[config.mk]
export PLATFORM = sky130hd
export DESIGN_NAME = rtid_top
export DESIGN_NICKNAME = d
export VERILOG_FILES = /design/src/logic/rtid_pkg.sv /design/src/logic/rtid_match.sv /design/src/logic/rtid_top.sv
export VERILOG_INCLUDE_DIRS = /design/src /design/src/logic
export SDC_FILE = /design/constraint.sdc
export NUM_CORES = 1
export LEC_CHECK = 0
export BUFFER_PORTS_ARGS = -buffer_cell sky130_fd_sc_hd__buf_2
export CAP_MARGIN = 30
export CORE_UTILIZATION = 45
export CTS_CLUSTER_SIZE = 24
export DETAILED_ROUTE_END_ITERATION = 10
export PLACE_DENSITY_LB_ADDON = 0.25
export REMOVE_ABC_BUFFERS = 1
export SLEW_MARGIN = 10
export SYNTH_ARGS = -nofsm -noshare
export SYNTH_HDL_FRONTEND = slang
export SYNTH_SLANG_ARGS = --single-unit
[constraint.sdc]
create_clock -name i_clock -period 2.95 [get_ports i_clock]
set_clock_uncertainty 0.15 [all_clocks]
set_input_delay 0.1475 -clock i_clock [delete_from_list [all_inputs] [get_ports i_clock]]
set_output_delay 0.1475 -clock i_clock [all_outputs]
set_load 0.01 [all_outputs]
[src/logic/rtid_defines.svh]
// Register indices, field positions and reset values of the remote target id table.
// Assumes an APB slave with 32-bit data and one word per register index.
`ifndef RTID_DEFINES_SVH
`define RTID_DEFINES_SVH

// ==========================================================
// Register indices (byte address is four times the index)
`define RTID_IDX_PHYS0 8'h08
`define RTID_IDX_PHYS1 8'h09
`define RTID_IDX_PHYS2 8'h0a
`define RTID_IDX_PHYS3 8'h0b
`define RTID_IDX_PHYS4 8'h0c
`define RTID_IDX_PHYS5 8'h0d
`define RTID_IDX_PHYS6 8'h0e
`define RTID_IDX_PHYS7 8'h0f
`define RTID_IDX_ALIAS0 8'h10
`define RTID_IDX_ALIAS1 8'h11
`define RTID_IDX_ALIAS2 8'h12
`define RTID_IDX_ALIAS3 8'h13
`define RTID_IDX_ALIAS4 8'h14
`define RTID_IDX_ALIAS5 8'h15
`define RTID_IDX_ALIAS6 8'h16
`define RTID_IDX_ALIAS7 8'h17

// ==========================================================
// Field layout and reset values
`define RTID_NUM_SLOTS 8
`define RTID_FIELD_MSB 7
`define RTID_FIELD_LSB 1
`define RTID_PHYS_RESET 7'h00
`define RTID_ALIAS_RESET 7'h00
`define RTID_ALIAS_OFF 7'h00
`define RTID_RSVD_BIT 1'b0

`endif

[src/logic/rtid_pkg.sv]
// Types shared by the remote target id table and its alias matcher.
// Assumes nothing beyond the defines header.
package rtid_pkg;

	// ==========================================================
	// Address and table types
	typedef logic [6:0] rtid_addr_t;
	typedef logic [2:0] rtid_slot_t;
	typedef logic [7:0][6:0] rtid_tbl_t;

	// ==========================================================
	// Bus answer states
	typedef enum logic [1:0] {
		RTID_ST_IDLE = 2'b01,
		RTID_ST_ANSWER = 2'b10
	} rtid_apb_st_t;

endpackage

[src/logic/rtid_match.sv]
// Alias matcher: finds the lowest slot whose alias equals the incoming address.
// Assumes the alias table and address are stable for the cycle in which they are read.
`timescale 1ns/1ps
`include "rtid_defines.svh"

module rtid_match (
	// Alias table
	input wire rtid_pkg::rtid_tbl_t i_alias_tbl,
	// Incoming address
	input wire rtid_pkg::rtid_addr_t i_addr,
	// Result
	output logic o_hit,
	output rtid_pkg::rtid_slot_t o_slot
);

	// ==========================================================
	// Per-slot compare
	logic [`RTID_NUM_SLOTS-1:0] eq;

	genvar g;
	generate
		for (g = 0; g < `RTID_NUM_SLOTS; g++) begin : g_cmp
			// Zero alias never matches
			assign eq[g] = (i_alias_tbl[g] == i_addr) && (i_alias_tbl[g] != `RTID_ALIAS_OFF);
		end
	endgenerate

	// ==========================================================
	// Priority pick, lowest slot wins
	always_comb begin
		o_hit = 1'b0;
		o_slot = 3'h0;
		for (int k = `RTID_NUM_SLOTS - 1; k >= 0; k--) begin
			if (eq[k]) begin
				o_hit = 1'b1;
				o_slot = 3'(k);
			end
		end
	end

endmodule // rtid_match

[src/logic/rtid_top.sv]
// Remote target id table: alias and physical address slots with address substitution.
// Assumes an APB master on i_clock and a request source on the same clock.
//
// The APB register port is this design's own decision.
`timescale 1ns/1ps
`include "rtid_defines.svh"

module rtid_top (
	// Clock and reset
	input wire logic i_clock,
	input wire logic i_rst_n,
	// APB slave
	input wire logic i_psel,
	input wire logic i_penable,
	input wire logic i_pwrite,
	input wire logic [11:0] i_paddr,
	input wire logic [31:0] i_pwdata,
	input wire logic [3:0] i_pstrb,
	output logic o_pready,
	output logic [31:0] o_prdata,
	output logic o_pslverr,
	// Local transaction address
	input wire logic i_req_valid,
	input wire logic [6:0] i_req_addr,
	input wire logic i_req_rnw,
	// Forward toward control channel
	output logic o_fwd_valid,
	output logic [6:0] o_fwd_addr,
	output logic o_fwd_rnw,
	output logic [2:0] o_fwd_slot,
	output logic o_miss
);

	// ==========================================================
	// Address decode
	// Result: {mapped, is_alias, slot[2:0]}
	function automatic logic [4:0] rtid_decode(input logic [11:0] addr);
		logic [4:0] res;
		res = 5'h00;
		if (addr[11:10] == 2'h0 && addr[1:0] == 2'h0) begin
			case (addr[9:2])
				`RTID_IDX_PHYS0: res = 5'h10;
				`RTID_IDX_PHYS1: res = 5'h11;
				`RTID_IDX_PHYS2: res = 5'h12;
				`RTID_IDX_PHYS3: res = 5'h13;
				`RTID_IDX_PHYS4: res = 5'h14;
				`RTID_IDX_PHYS5: res = 5'h15;
				`RTID_IDX_PHYS6: res = 5'h16;
				`RTID_IDX_PHYS7: res = 5'h17;
				`RTID_IDX_ALIAS0: res = 5'h18;
				`RTID_IDX_ALIAS1: res = 5'h19;
				`RTID_IDX_ALIAS2: res = 5'h1a;
				`RTID_IDX_ALIAS3: res = 5'h1b;
				`RTID_IDX_ALIAS4: res = 5'h1c;
				`RTID_IDX_ALIAS5: res = 5'h1d;
				`RTID_IDX_ALIAS6: res = 5'h1e;
				`RTID_IDX_ALIAS7: res = 5'h1f;
				default: res = 5'h00;
			endcase
		end
		return res;
	endfunction

	// ==========================================================
	// State
	rtid_pkg::rtid_apb_st_t st_reg;
	rtid_pkg::rtid_apb_st_t st_next;
	logic pready_reg;
	logic pready_next;
	logic [31:0] prdata_reg;
	logic [31:0] prdata_next;
	logic pslverr_reg;
	logic pslverr_next;
	rtid_pkg::rtid_tbl_t phys_reg;
	rtid_pkg::rtid_tbl_t phys_next;
	rtid_pkg::rtid_tbl_t alias_reg;
	rtid_pkg::rtid_tbl_t alias_next;
	logic fwd_valid_reg;
	logic fwd_valid_next;
	rtid_pkg::rtid_addr_t fwd_addr_reg;
	rtid_pkg::rtid_addr_t fwd_addr_next;
	logic fwd_rnw_reg;
	logic fwd_rnw_next;
	rtid_pkg::rtid_slot_t fwd_slot_reg;
	rtid_pkg::rtid_slot_t fwd_slot_next;
	logic miss_reg;
	logic miss_next;

	// ==========================================================
	// Decode and match signals
	logic [4:0] dec;
	logic wr_commit;
	rtid_pkg::rtid_slot_t wr_slot;
	rtid_pkg::rtid_addr_t wr_field;
	logic match_hit;
	rtid_pkg::rtid_slot_t match_slot;
	rtid_pkg::rtid_addr_t alias_sel;
	rtid_pkg::rtid_addr_t phys_sel;

	assign dec = rtid_decode(i_paddr);
	assign wr_slot = dec[2:0];
	assign wr_field = i_pwdata[`RTID_FIELD_MSB:`RTID_FIELD_LSB];
	assign wr_commit = (st_reg == rtid_pkg::RTID_ST_ANSWER) && i_psel && i_penable &&
		i_pwrite && pready_reg && !pslverr_reg && i_pstrb[0];
	assign alias_sel = alias_reg[match_slot];
	assign phys_sel = phys_reg[match_slot];

	rtid_match u_match (
		.i_alias_tbl(alias_reg),
		.i_addr(i_req_addr),
		.o_hit(match_hit),
		.o_slot(match_slot)
	);

	// ==========================================================
	// APB answer
	always_comb begin
		st_next = st_reg;
		pready_next = 1'b0;
		prdata_next = prdata_reg;
		pslverr_next = 1'b0;
		case (st_reg)
			rtid_pkg::RTID_ST_IDLE: begin
				if (i_psel && !i_penable) begin
					st_next = rtid_pkg::RTID_ST_ANSWER;
					pready_next = 1'b1;
					pslverr_next = !dec[4];
					if (!dec[4]) begin
						prdata_next = 32'h0;
					end else if (dec[3]) begin
						prdata_next = {24'h0, alias_reg[dec[2:0]], `RTID_RSVD_BIT};
					end else begin
						prdata_next = {24'h0, phys_reg[dec[2:0]], `RTID_RSVD_BIT};
					end
				end
			end
			rtid_pkg::RTID_ST_ANSWER: begin
				st_next = rtid_pkg::RTID_ST_IDLE;
			end
			default: begin
				st_next = rtid_pkg::RTID_ST_IDLE;
			end
		endcase
	end

	always_ff @(posedge i_clock or negedge i_rst_n) begin
		if (!i_rst_n) begin
			st_reg <= rtid_pkg::RTID_ST_IDLE;
			pready_reg <= 1'b0;
			prdata_reg <= 32'h0;
			pslverr_reg <= 1'b0;
		end else begin
			st_reg <= st_next;
			pready_reg <= pready_next;
			prdata_reg <= prdata_next;
			pslverr_reg <= pslverr_next;
		end
	end

	// ==========================================================
	// Slot registers
	always_comb begin
		phys_next = phys_reg;
		alias_next = alias_reg;
		if (wr_commit) begin
			if (dec[3]) begin
				alias_next[wr_slot] = wr_field;
			end else begin
				// Bit 0 is never stored
				phys_next[wr_slot] = wr_field;
			end
		end
	end

	always_ff @(posedge i_clock or negedge i_rst_n) begin
		if (!i_rst_n) begin
			phys_reg <= {`RTID_NUM_SLOTS{`RTID_PHYS_RESET}};
			alias_reg <= {`RTID_NUM_SLOTS{`RTID_ALIAS_RESET}};
		end else begin
			phys_reg <= phys_next;
			alias_reg <= alias_next;
		end
	end

	// ==========================================================
	// Address substitution
	always_comb begin
		fwd_valid_next = i_req_valid && match_hit;
		miss_next = i_req_valid && !match_hit;
		fwd_addr_next = fwd_addr_reg;
		fwd_rnw_next = fwd_rnw_reg;
		fwd_slot_next = fwd_slot_reg;
		if (i_req_valid && match_hit) begin
			fwd_addr_next = phys_sel;
			fwd_rnw_next = i_req_rnw;
			fwd_slot_next = match_slot;
		end
	end

	always_ff @(posedge i_clock or negedge i_rst_n) begin
		if (!i_rst_n) begin
			fwd_valid_reg <= 1'b0;
			fwd_addr_reg <= 7'h00;
			fwd_rnw_reg <= 1'b0;
			fwd_slot_reg <= 3'h0;
			miss_reg <= 1'b0;
		end else begin
			fwd_valid_reg <= fwd_valid_next;
			fwd_addr_reg <= fwd_addr_next;
			fwd_rnw_reg <= fwd_rnw_next;
			fwd_slot_reg <= fwd_slot_next;
			miss_reg <= miss_next;
		end
	end

	// ==========================================================
	// Outputs
	assign o_pready = pready_reg;
	assign o_prdata = prdata_reg;
	assign o_pslverr = pslverr_reg;
	assign o_fwd_valid = fwd_valid_reg;
	assign o_fwd_addr = fwd_addr_reg;
	assign o_fwd_rnw = fwd_rnw_reg;
	assign o_fwd_slot = fwd_slot_reg;
	assign o_miss = miss_reg;

	logic first_reg;
	logic first_next;
	always_comb begin
		first_next = 1'b0;
	end
	always_ff @(posedge i_clock or negedge i_rst_n) begin
		if (!i_rst_n) begin
			first_reg <= 1'b1;
		end else begin
			first_reg <= first_next;
		end
	end

	genvar s;
	generate
		for (s = 2; s < `RTID_NUM_SLOTS; s++) begin : g_rdchk

		end
	endgenerate
endmodule // rtid_top

==> impl_metrics.py, run 1 <==
metrics = {
    "placement": {
        "gp_congestion": 0.909,
        "place_area_mm2": 0.00799,
        "io_buffer_count": 55,
        "dp_slack_ns": 0.0567,
        "dp.final_hpwl_um": 14900,
    },
    "status": {
        "status": "complete, no violations",
    },
    "power_and_ir_drop": {
        "p_per_area_mw_per_mm2": 498,
        "leakagePower_nw": 4.34,
        "irDropWorstVdd_mv": 0.372,
        "total_power_mw": 4.38,
    },
    "final_layout": {
        "drive_above_1_share_pct": 37.4,
        "fin_nets": 795,
        "post-route-util_pct": 55.2,
        "fin_area_mm2": 0.00879,
        "antenna_cells": 0,
        "area_growth_pct": 19.2,
    },
    "sta": {
        "min_period_over_period_pct": 98.6,
        "slew_violations": 0,
        "min_period_ns": 2.91,
        "worst_slack_ns": 0.0405,
        "final-hold-violation-count": 0,
        "worst_pin_slew_ns": 0.622,
        "rsz0062_at_grt": "true",
        "finalSetupViolCount": 0,
        "max_slew_margin_pct": 58.5,
        "timing.fmax_ghz": 0.344,
    },
    "synthesis": {
        "yosys.area.top_type": "dfrtp_1",
        "ys.flop_type": "dfrtp_1",
        "synth_edf_count": 0,
        "avgSynthCellArea_um2": 11.5,
        "ys_ff_latch": 136,
        "yosysMostFrequentCell": "dfrtp_1",
        "yosys_warnings": 0,
        "ys_seq_area_share_pct": 46.2,
        "netlist_top_cells_count": "dfrtp_1 (135), mux2_2 (115), nand2_1 (45)",
        "synthArstFlopShare_pct": 100,
        "yosys-top-cells-area": "dfrtp_1 (46%), mux2_2 (18%), xnor2_1 (4.2%)",
        "syn_area_mm2": 0.00738,
        "synthesis.instances": 641,
        "yosysUniqueCellTypes": 57,
        "synth_top_area_share_pct": 45.8,
    },
    "drt": {
        "ant_nets": 0,
        "met1Wirelength_um": 9400,
        "drtIter0Drc": 522,
        "finalWirelength_um": 20900,
        "drc": 0,
        "wl_met2_um": 9710,
        "wl_met3_um": 1310,
        "routedWlPerCell_um": 21.8,
        "vias": 5804,
        "highest_layer": "met4",
        "vias_per_cell": 6.05,
        "drt-pass1-iter-count": 5,
    },
    "global_route": {
        "grt_antenna_before_repair": 0,
        "grt_pass1_vias": 5537,
        "grt_usage_pct": 25.6,
        "grt_pass1_wl_um": 31800,
        "grt_max_degree": 68,
        "grt.overflow.total": 0,
    },
    "cts": {
        "cts_buffers": 17,
        "cts-root-buf": "clkbuf_16",
        "clkSlewWorstSetupHoldPaths_ns": 0.06,
        "clock_sinks": 136,
        "clockBufferDepth": 2,
        "h-tree-depth": 4,
        "insertion_delay_ns": 0.43,
        "cts_tree": "yes",
    },
    "setup_path": {
        "cp_common_cell": "buf_4",
        "worstSetupPathType": "flop to flop",
        "cp_max_fo": 17,
        "cp_data_arrival_time_ns": 3.07,
        "critPathSlowestCell": "dfrtp_1",
        "path_cells": "buf_4, xnor2_1, nand4_1, a2111oi_4, buf_4, and2b_4, a211oi_4, buf_12, nor3_4, a221o_1, a211o_1",
        "critPathLaunchType": "flop",
        "max_stage_delay_ns": 0.42,
        "worst_setup_path_end_kind": "flop",
        "cp.required_ns": 3.11,
    },
    "floorplan": {
        "core_region_area_mm2": 0.0159,
        "row_count": 46,
        "die_y_um": 130,
        "die_w_um": 130,
        "ios": 109,
        "initial_utilization_pct": 46.3,
        "die_area_mm2": 0.0169,
    },
    "worst_hold_path": {
        "hold_path.class": "input port to flop",
    },
    "run": {
        "drv_cap": 0,
    },
}
metrics by stage:
step | cells | TNS, ns | hold WS, ns
after global placement | 918 | 0 | 0.0309
after CTS | 954 | 0 | 0.00891
after detailed placement | 918 | 0 | 0.0385
after global routing | 959 | -0.259 | 0.0202
after floorplan | 609 | -1.32 | -0.298
final | 959 | 0 | 0.0277
metal layers:
layer  GRT usage, %  vias to the layer above
met3           5.78                       41
met2           39.1                      267
met5              0                        -
met1           35.4                     2952
li1               -                     2544
met4           10.1                        0
worst paths after layout:
path,startpoint,to,slack [ns],depth (start not counted)
setup / recovery,alias_reg[3],o_fwd_addr[5],0.04,11
hold / removal,i_pwdata[6],phys_reg[54],0.03,3
setup reg to reg,alias_reg[3],o_fwd_addr[5],0.04,11
hold reg to reg,o_prdata[1],o_prdata[1],0.33,2
max in group asynchronous,i_rst_n,phys_reg[23],1.79,3
min in group asynchronous,i_rst_n,phys_reg[50],0.12,2
cells by family (layout without fill, tap and decap cells):
logic type                 after synthesis  after routing  share of synthesized area, %
buffers and inverters                   65            143                          5.04
adders and majority gates                1              1                         0.170
other                                    1             25                        0.0508
muxes                                  130            130                          19.6
AOI/OAI and AO/OA                      119            119                          13.5
DFF                                    136            136                          46.2
and+or+nand+nor                        139            139                          9.53
xor gates and xnor gates                50             50                          5.94
layout make-up:
cell class	instances	area [µm²]
inverters	9	33.8
clock inverters	11	173
fillers	1342	7150
repair buffers	104	689
flip-flops and latches	136	3410
well taps	216	270
clock buffers	19	453
multi-input cells	464	3770
power breakdown:
| part | internal, mW | switching (mW) |
|---|---|---|
| Clock | 1.45 | 0.817 |
| Sequential | 1.87 | 0.00295 |
| Combinational | 0.0681 | 0.165 |
| Total | 3.39 | 0.985 |
critical path, delay by kind of cell, from the launching register on:
family	cells	cell delay, ns
simple gates	3	0.45
xor+xnor	1	0.12
compound gates	4	1.08
flops	1	0.42
buf+inv	3	0.58
layout by cell type (no fill, tap or decap), types with 3 or more instances in the layout:
cell / count
bufinv_16: 4
inv_1: 9
nand4_1: 10
o221a_2: 8
clkinvlp_4: 4
xor2_1: 15
nor3_1: 15
o221ai_1: 12
buf_4: 41
a211o_1: 15
nor2_1: 25
nor2b_1: 3
dfrtp_1: 134
mux2_2: 115
o21ai_0: 11
clkbuf_16: 17
mux2i_1: 15
buf_2: 54
a221o_1: 7
conb_1: 25
dlygate4sd3_1: 6
nor4_1: 11
nand2_1: 44
a32o_1: 8
nand3_1: 6
xnor2_1: 34
a2111oi_4: 4
a21oi_1: 6
o22ai_1: 31
timing repair:
item	4_1_cts	5_1_grt
setup endpoints to repair	0	13
buffers inserted	0	5
endpoints found under the hold margin	69	0
resized for setup	0	15
hold buffers	6	0
Power figures use the tool's default switching activity.
==> run 2: changes to the inputs <==
==> constraint.sdc (replaced) <==
create_clock -name i_clock -period 2.95 [get_ports i_clock]
set_clock_uncertainty 0.15 [all_clocks]
set_input_delay 0.59 -clock i_clock [delete_from_list [all_inputs] [get_ports i_clock]]
set_output_delay 0.59 -clock i_clock [all_outputs]
set_load 0.01 [all_outputs]
==> impl_metrics.py, run 2 (same netlist as run 1, synthesis figures left out) <==
metrics = {
    "status": {
        "status": "complete, no violations",
    },
    "sta": {
        "finalSetupViolCount": 0,
        "min_period_ns": 2.94,
        "min_period_over_period_pct": 99.7,
        "final-hold-violation-count": 0,
        "rsz0062_at_grt": "true",
        "whs_ns": 0.231,
        "slew_violations": 0,
        "setup_tns_ns": 0,
        "worst_slack_ns": 0.00841,
        "max_slew_margin_pct": 61.3,
        "timing.fmax_ghz": 0.340,
        "worst_pin_slew_ns": 0.576,
    },
    "cts": {
        "cts-root-buf": "clkbuf_16",
        "h-tree-depth": 4,
        "cts_buffers": 17,
        "clkSlewWorstSetupHoldPaths_ns": 0.06,
        "insertion_delay_ns": 0.45,
        "cts_tree": "yes",
        "clockBufferDepth": 2,
        "clock_sinks": 136,
    },
    "drt": {
        "finalWirelength_um": 21900,
        "vias_per_cell": 5.92,
        "drc": 0,
        "drtIter0Drc": 473,
        "ant_nets": 0,
        "routedWlPerCell_um": 21.7,
        "vias": 5966,
        "drt-pass1-iter-count": 5,
    },
    "worst_hold_path": {
        "hold_path.class": "input port to flop",
    },
    "setup_path": {
        "critPathTopFamily": "compound AO/OA/AOI/OAI gates",
        "path_buf_inv": 3,
        "cp_max_fo": 7,
        "critPathLaunchType": "flop",
        "cp.required_ns": 3.13,
        "worstSetupPathType": "flop to flop",
        "max_stage_delay_ns": 0.43,
        "cp_data_arrival_time_ns": 3.12,
        "path_cells": "nor4_1, a211o_1, a2111oi_4, buf_4, a21o_2, a211oi_4, buf_12, buf_12, mux2i_4, o22ai_2, a211o_1",
        "critPathSlowestCell": "dfrtp_1",
        "worst_setup_path_end_kind": "flop",
    },
    "floorplan": {
        "initial_utilization_pct": 46.3,
        "die_area_mm2": 0.0169,
        "die_y_um": 130,
        "die_w_um": 130,
        "row_count": 46,
        "core_region_area_mm2": 0.0159,
        "ios": 109,
    },
    "final_layout": {
        "fin_nets": 842,
        "drive_above_1_share_pct": 43.1,
        "final_common_cell": "dfrtp_1",
        "mostFrequentLayoutCells": "dfrtp_1 (134), mux2_2 (115), buf_4 (86)",
        "antenna_cells": 0,
        "area_growth_pct": 25.3,
    },
    "power_and_ir_drop": {
        "p_per_area_mw_per_mm2": 452,
        "leakagePower_nw": 4.56,
        "total_power_mw": 4.18,
        "irDropWorstVdd_mv": 0.419,
    },
    "placement": {
        "io_buffer_count": 55,
        "gp_congestion": 0.979,
        "dp.final_hpwl_um": 15700,
        "dp_slack_ns": -0.490,
    },
    "global_route": {
        "grt_antenna_before_repair": 0,
        "grt_pass1_vias": 5939,
        "grt_pass1_wl_um": 33800,
        "grt_usage_pct": 27.4,
        "grt_max_degree": 58,
        "grt.overflow.total": 0,
    },
    "run": {
        "drv_cap": 0,
    },
}
-- run 2: where the power goes --
group,switching (mW),internal (mW)
clock network,0.883,1.17
registers,0.00274,1.87
logic,0.172,0.0804
total,1.06,3.12
-- run 2: cell type report --
class / instances / area [µm²]
multi-input cells: 464 / 3850
flip-flops and latches: 136 / 3410
clock buffers: 17 / 425
inverters: 9 / 33.8
clock inverters: 15 / 145
well taps: 216 / 270
fillers: 1313 / 6700
repair buffers: 151 / 1110
-- run 2: routing by layer --
| metal | track usage [%] | vias to the layer above | routed length [µm] |
|---|---|---|---|
| li1 | - | 2632 | - |
| met1 | 36.9 | 3005 | 9520 |
| met2 | 43.1 | 285 | 10300 |
| met3 | 4.31 | 44 | 1450 |
| met4 | 13.1 | 0 | 612 |
| met5 | 0 | - | 0 |
-- run 2: metrics by stage --
step	cells	area, µm²	utilization [%]
final	1008	9240	58.0
after global routing	1008	9240	58.0
after CTS	1005	9100	57.1
after detailed placement	970	8420	52.8
after global placement	970	8420	52.8
after floorplan	609	7130	-
-- run 2: worst register-to-register path: stages (launching register included) --
cell and delay, ns:
dfrtp_1 0.43, nor4_1 0.40, a211o_1 0.23, a2111oi_4 0.09
buf_4 0.15, a21o_2 0.20, a211oi_4 0.23, buf_12 0.16
buf_12 0.14, mux2i_4 0.24, o22ai_2 0.14, a211o_1 0.26
-- run 2: final timing paths --
check | start | end | slack (ns) | cells after the start
setup / recovery | alias_reg[35] | o_fwd_addr[3] | 0.008 | 11
hold reg to reg | o_prdata[3] | o_prdata[3] | 0.31 | 2
hold / removal | i_req_rnw | o_fwd_rnw | 0.23 | 2
setup reg to reg | alias_reg[35] | o_fwd_addr[3] | 0.008 | 11
min in group asynchronous | i_rst_n | phys_reg[45] | 0.51 | 2
max in group asynchronous | i_rst_n | alias_reg[8] | 1.39 | 3
-- run 2: timing repair --
item	CTS	global route
gates cloned	1	0
hold buffers	1	0
setup buffers	1	5
endpoints found under the hold margin	51	0
pin swaps	2	13
resized for setup	12	21
setup endpoints to repair	8	8
==> run 3: changes to the inputs <==
--- a/config.mk
+++ b/config.mk
@@ -11,7 +11,8 @@
 export CORE_UTILIZATION = 45
 export CTS_CLUSTER_SIZE = 24
 export DETAILED_ROUTE_END_ITERATION = 10
-export PLACE_DENSITY_LB_ADDON = 0.25
+export PLACE_DENSITY = 0.65
+export RECOVER_POWER = 25
 export REMOVE_ABC_BUFFERS = 1
 export SLEW_MARGIN = 10
 export SYNTH_ARGS = -nofsm -noshare
==> impl_metrics.py, run 3 (same netlist as run 1, synthesis figures left out) <==
metrics = {
    "cts": {
        "insertion_delay_ns": 0.43,
        "cts-root-buf": "clkbuf_16",
        "clkSlewWorstSetupHoldPaths_ns": 0.06,
        "clockBufferDepth": 2,
        "holdBufCountCts": 0,
        "h-tree-depth": 4,
        "cts_buffers": 17,
        "clock_sinks": 136,
        "cts_tree": "yes",
    },
    "setup_path": {
        "cp_max_fo": 7,
        "path_cells": "nor4_1, a211o_1, a2111oi_4, buf_4, nor3_2, a211oi_4, buf_12, clkbuf_16, mux2i_1, o22ai_1, a211o_1",
        "worstSetupPathType": "flop to flop",
        "max_stage_delay_ns": 0.40,
        "cp_data_arrival_time_ns": 3.08,
        "critPathLaunchType": "flop",
        "critPathSlowestCell": "dfrtp_1",
        "cp_common_cell": "a211o_1",
        "path_buf_inv": 3,
        "worst_setup_path_end_kind": "flop",
        "critPathTopFamily": "compound AO/OA/AOI/OAI gates",
        "cp.required_ns": 3.11,
    },
    "run": {
        "drv_cap": 1,
    },
    "sta": {
        "min_period_ns": 2.91,
        "slew_violations": 66,
        "whs_ns": 0.249,
        "worst_pin_slew_ns": 1.71,
        "min_period_over_period_pct": 98.7,
        "max_slew_margin_pct": -13.7,
        "finalSetupViolCount": 0,
        "final-hold-violation-count": 0,
        "timing.fmax_ghz": 0.343,
        "rsz0062_at_grt": "true",
        "worst_slack_ns": 0.0377,
    },
    "global_route": {
        "grt.overflow.total": 0,
        "grt_pass1_wl_um": 33600,
        "grt_antenna_before_repair": 3,
        "grt_max_degree": 67,
        "grt_usage_pct": 27.1,
        "grt_pass1_vias": 5945,
    },
    "drt": {
        "met1Wirelength_um": 9570,
        "wl_met2_um": 10100,
        "drc": 0,
        "routedWlPerCell_um": 21.4,
        "wl_met3_um": 1360,
        "vias_per_cell": 5.96,
        "drt-pass1-iter-count": 5,
        "drtIter0Drc": 470,
        "ant_nets": 0,
        "finalWirelength_um": 21600,
        "highest_layer": "met5",
        "vias": 6008,
    },
    "placement": {
        "gp_congestion": 0.960,
        "io_buffer_count": 55,
        "dp.final_hpwl_um": 15600,
        "dp_slack_ns": -0.317,
    },
    "final_layout": {
        "post-route-util_pct": 57.0,
        "area.sequential_mm2": 0.00340,
        "nFillCells": 1293,
        "mostFrequentLayoutCells": "dfrtp_1 (135), mux2_2 (115), buf_4 (91)",
        "multiInputGateArea_mm2": 0.00377,
        "area_growth_pct": 23.1,
        "fin_nets": 841,
        "final_common_cell": "dfrtp_1",
        "drive_above_1_share_pct": 41.5,
    },
    "power_and_ir_drop": {
        "irDropWorstVdd_mv": 0.385,
        "leakagePower_nw": 4.54,
        "total_power_mw": 4.14,
        "p_per_area_mw_per_mm2": 456,
    },
    "floorplan": {
        "row_count": 46,
        "ios": 109,
        "die_w_um": 130,
        "die_y_um": 130,
        "die_area_mm2": 0.0169,
        "initial_utilization_pct": 46.3,
        "core_region_area_mm2": 0.0159,
    },
    "status": {
        "status": "complete, but fails checks",
        "violations": "max-capacitance violations, max-slew violations",
    },
    "worst_hold_path": {
        "hold_path.class": "input port to flop",
    },
}
run 3: layout make-up:
type	count	area share, %
multi-input cells	464	41.5
flip-flops and latches	136	37.5
repair buffers	150	11.5
clock buffers	22	5.11
well taps	216	2.98
clock inverters	10	1.06
inverters	9	0.372
diodes	1	0.0276
run 3: routing by layer:
metal	GRT usage, %	up-vias
met3	5.58	45
met4	10.3	4
met2	42.8	278
met1	36.6	3053
met5	0	-
li1	-	2628
run 3: stage by stage:
step	cell area, µm²	setup TNS (ns)	cells
floorplan	7130	-2.59	609
global placement	8380	-1.90	970
detailed placement	8380	-2.60	970
CTS	8950	-0.00130	1002
global route	9080	-0.194	1008
finish	9080	0	1008
run 3: repair_timing:
| action | CTS | global route |
|---|---|---|
| resized for setup | 2 | 16 |
| setup endpoints to repair | 1 | 8 |
| pin swaps | 0 | 2 |
| gates cloned | 0 | 1 |
| buffers inserted | 0 | 4 |
run 3: final timing paths:
| kind | depth (start not counted) | from | to | slack [ns] |
|---|---|---|---|---|
| min in group asynchronous | 1 | i_rst_n | alias_reg[12] | 0.46 |
| min | 2 | i_req_rnw | o_fwd_rnw | 0.25 |
| min reg2reg | 2 | o_prdata[3] | o_prdata[3] | 0.32 |
| max in group asynchronous | 2 | i_rst_n | o_prdata[1] | 0.73 |
| max reg2reg | 11 | alias_reg[14] | o_fwd_addr[1] | 0.04 |
| max | 11 | alias_reg[14] | o_fwd_addr[1] | 0.04 |
run 3: power by group:
part / total, mW / leakage (nW) / switching (mW) / internal [mW]
Clock: 2.03 / 0.263 / 0.823 / 1.20
Sequential: 1.88 / 1.89 / 0.00319 / 1.87
Combinational: 0.240 / 2.39 / 0.167 / 0.0728
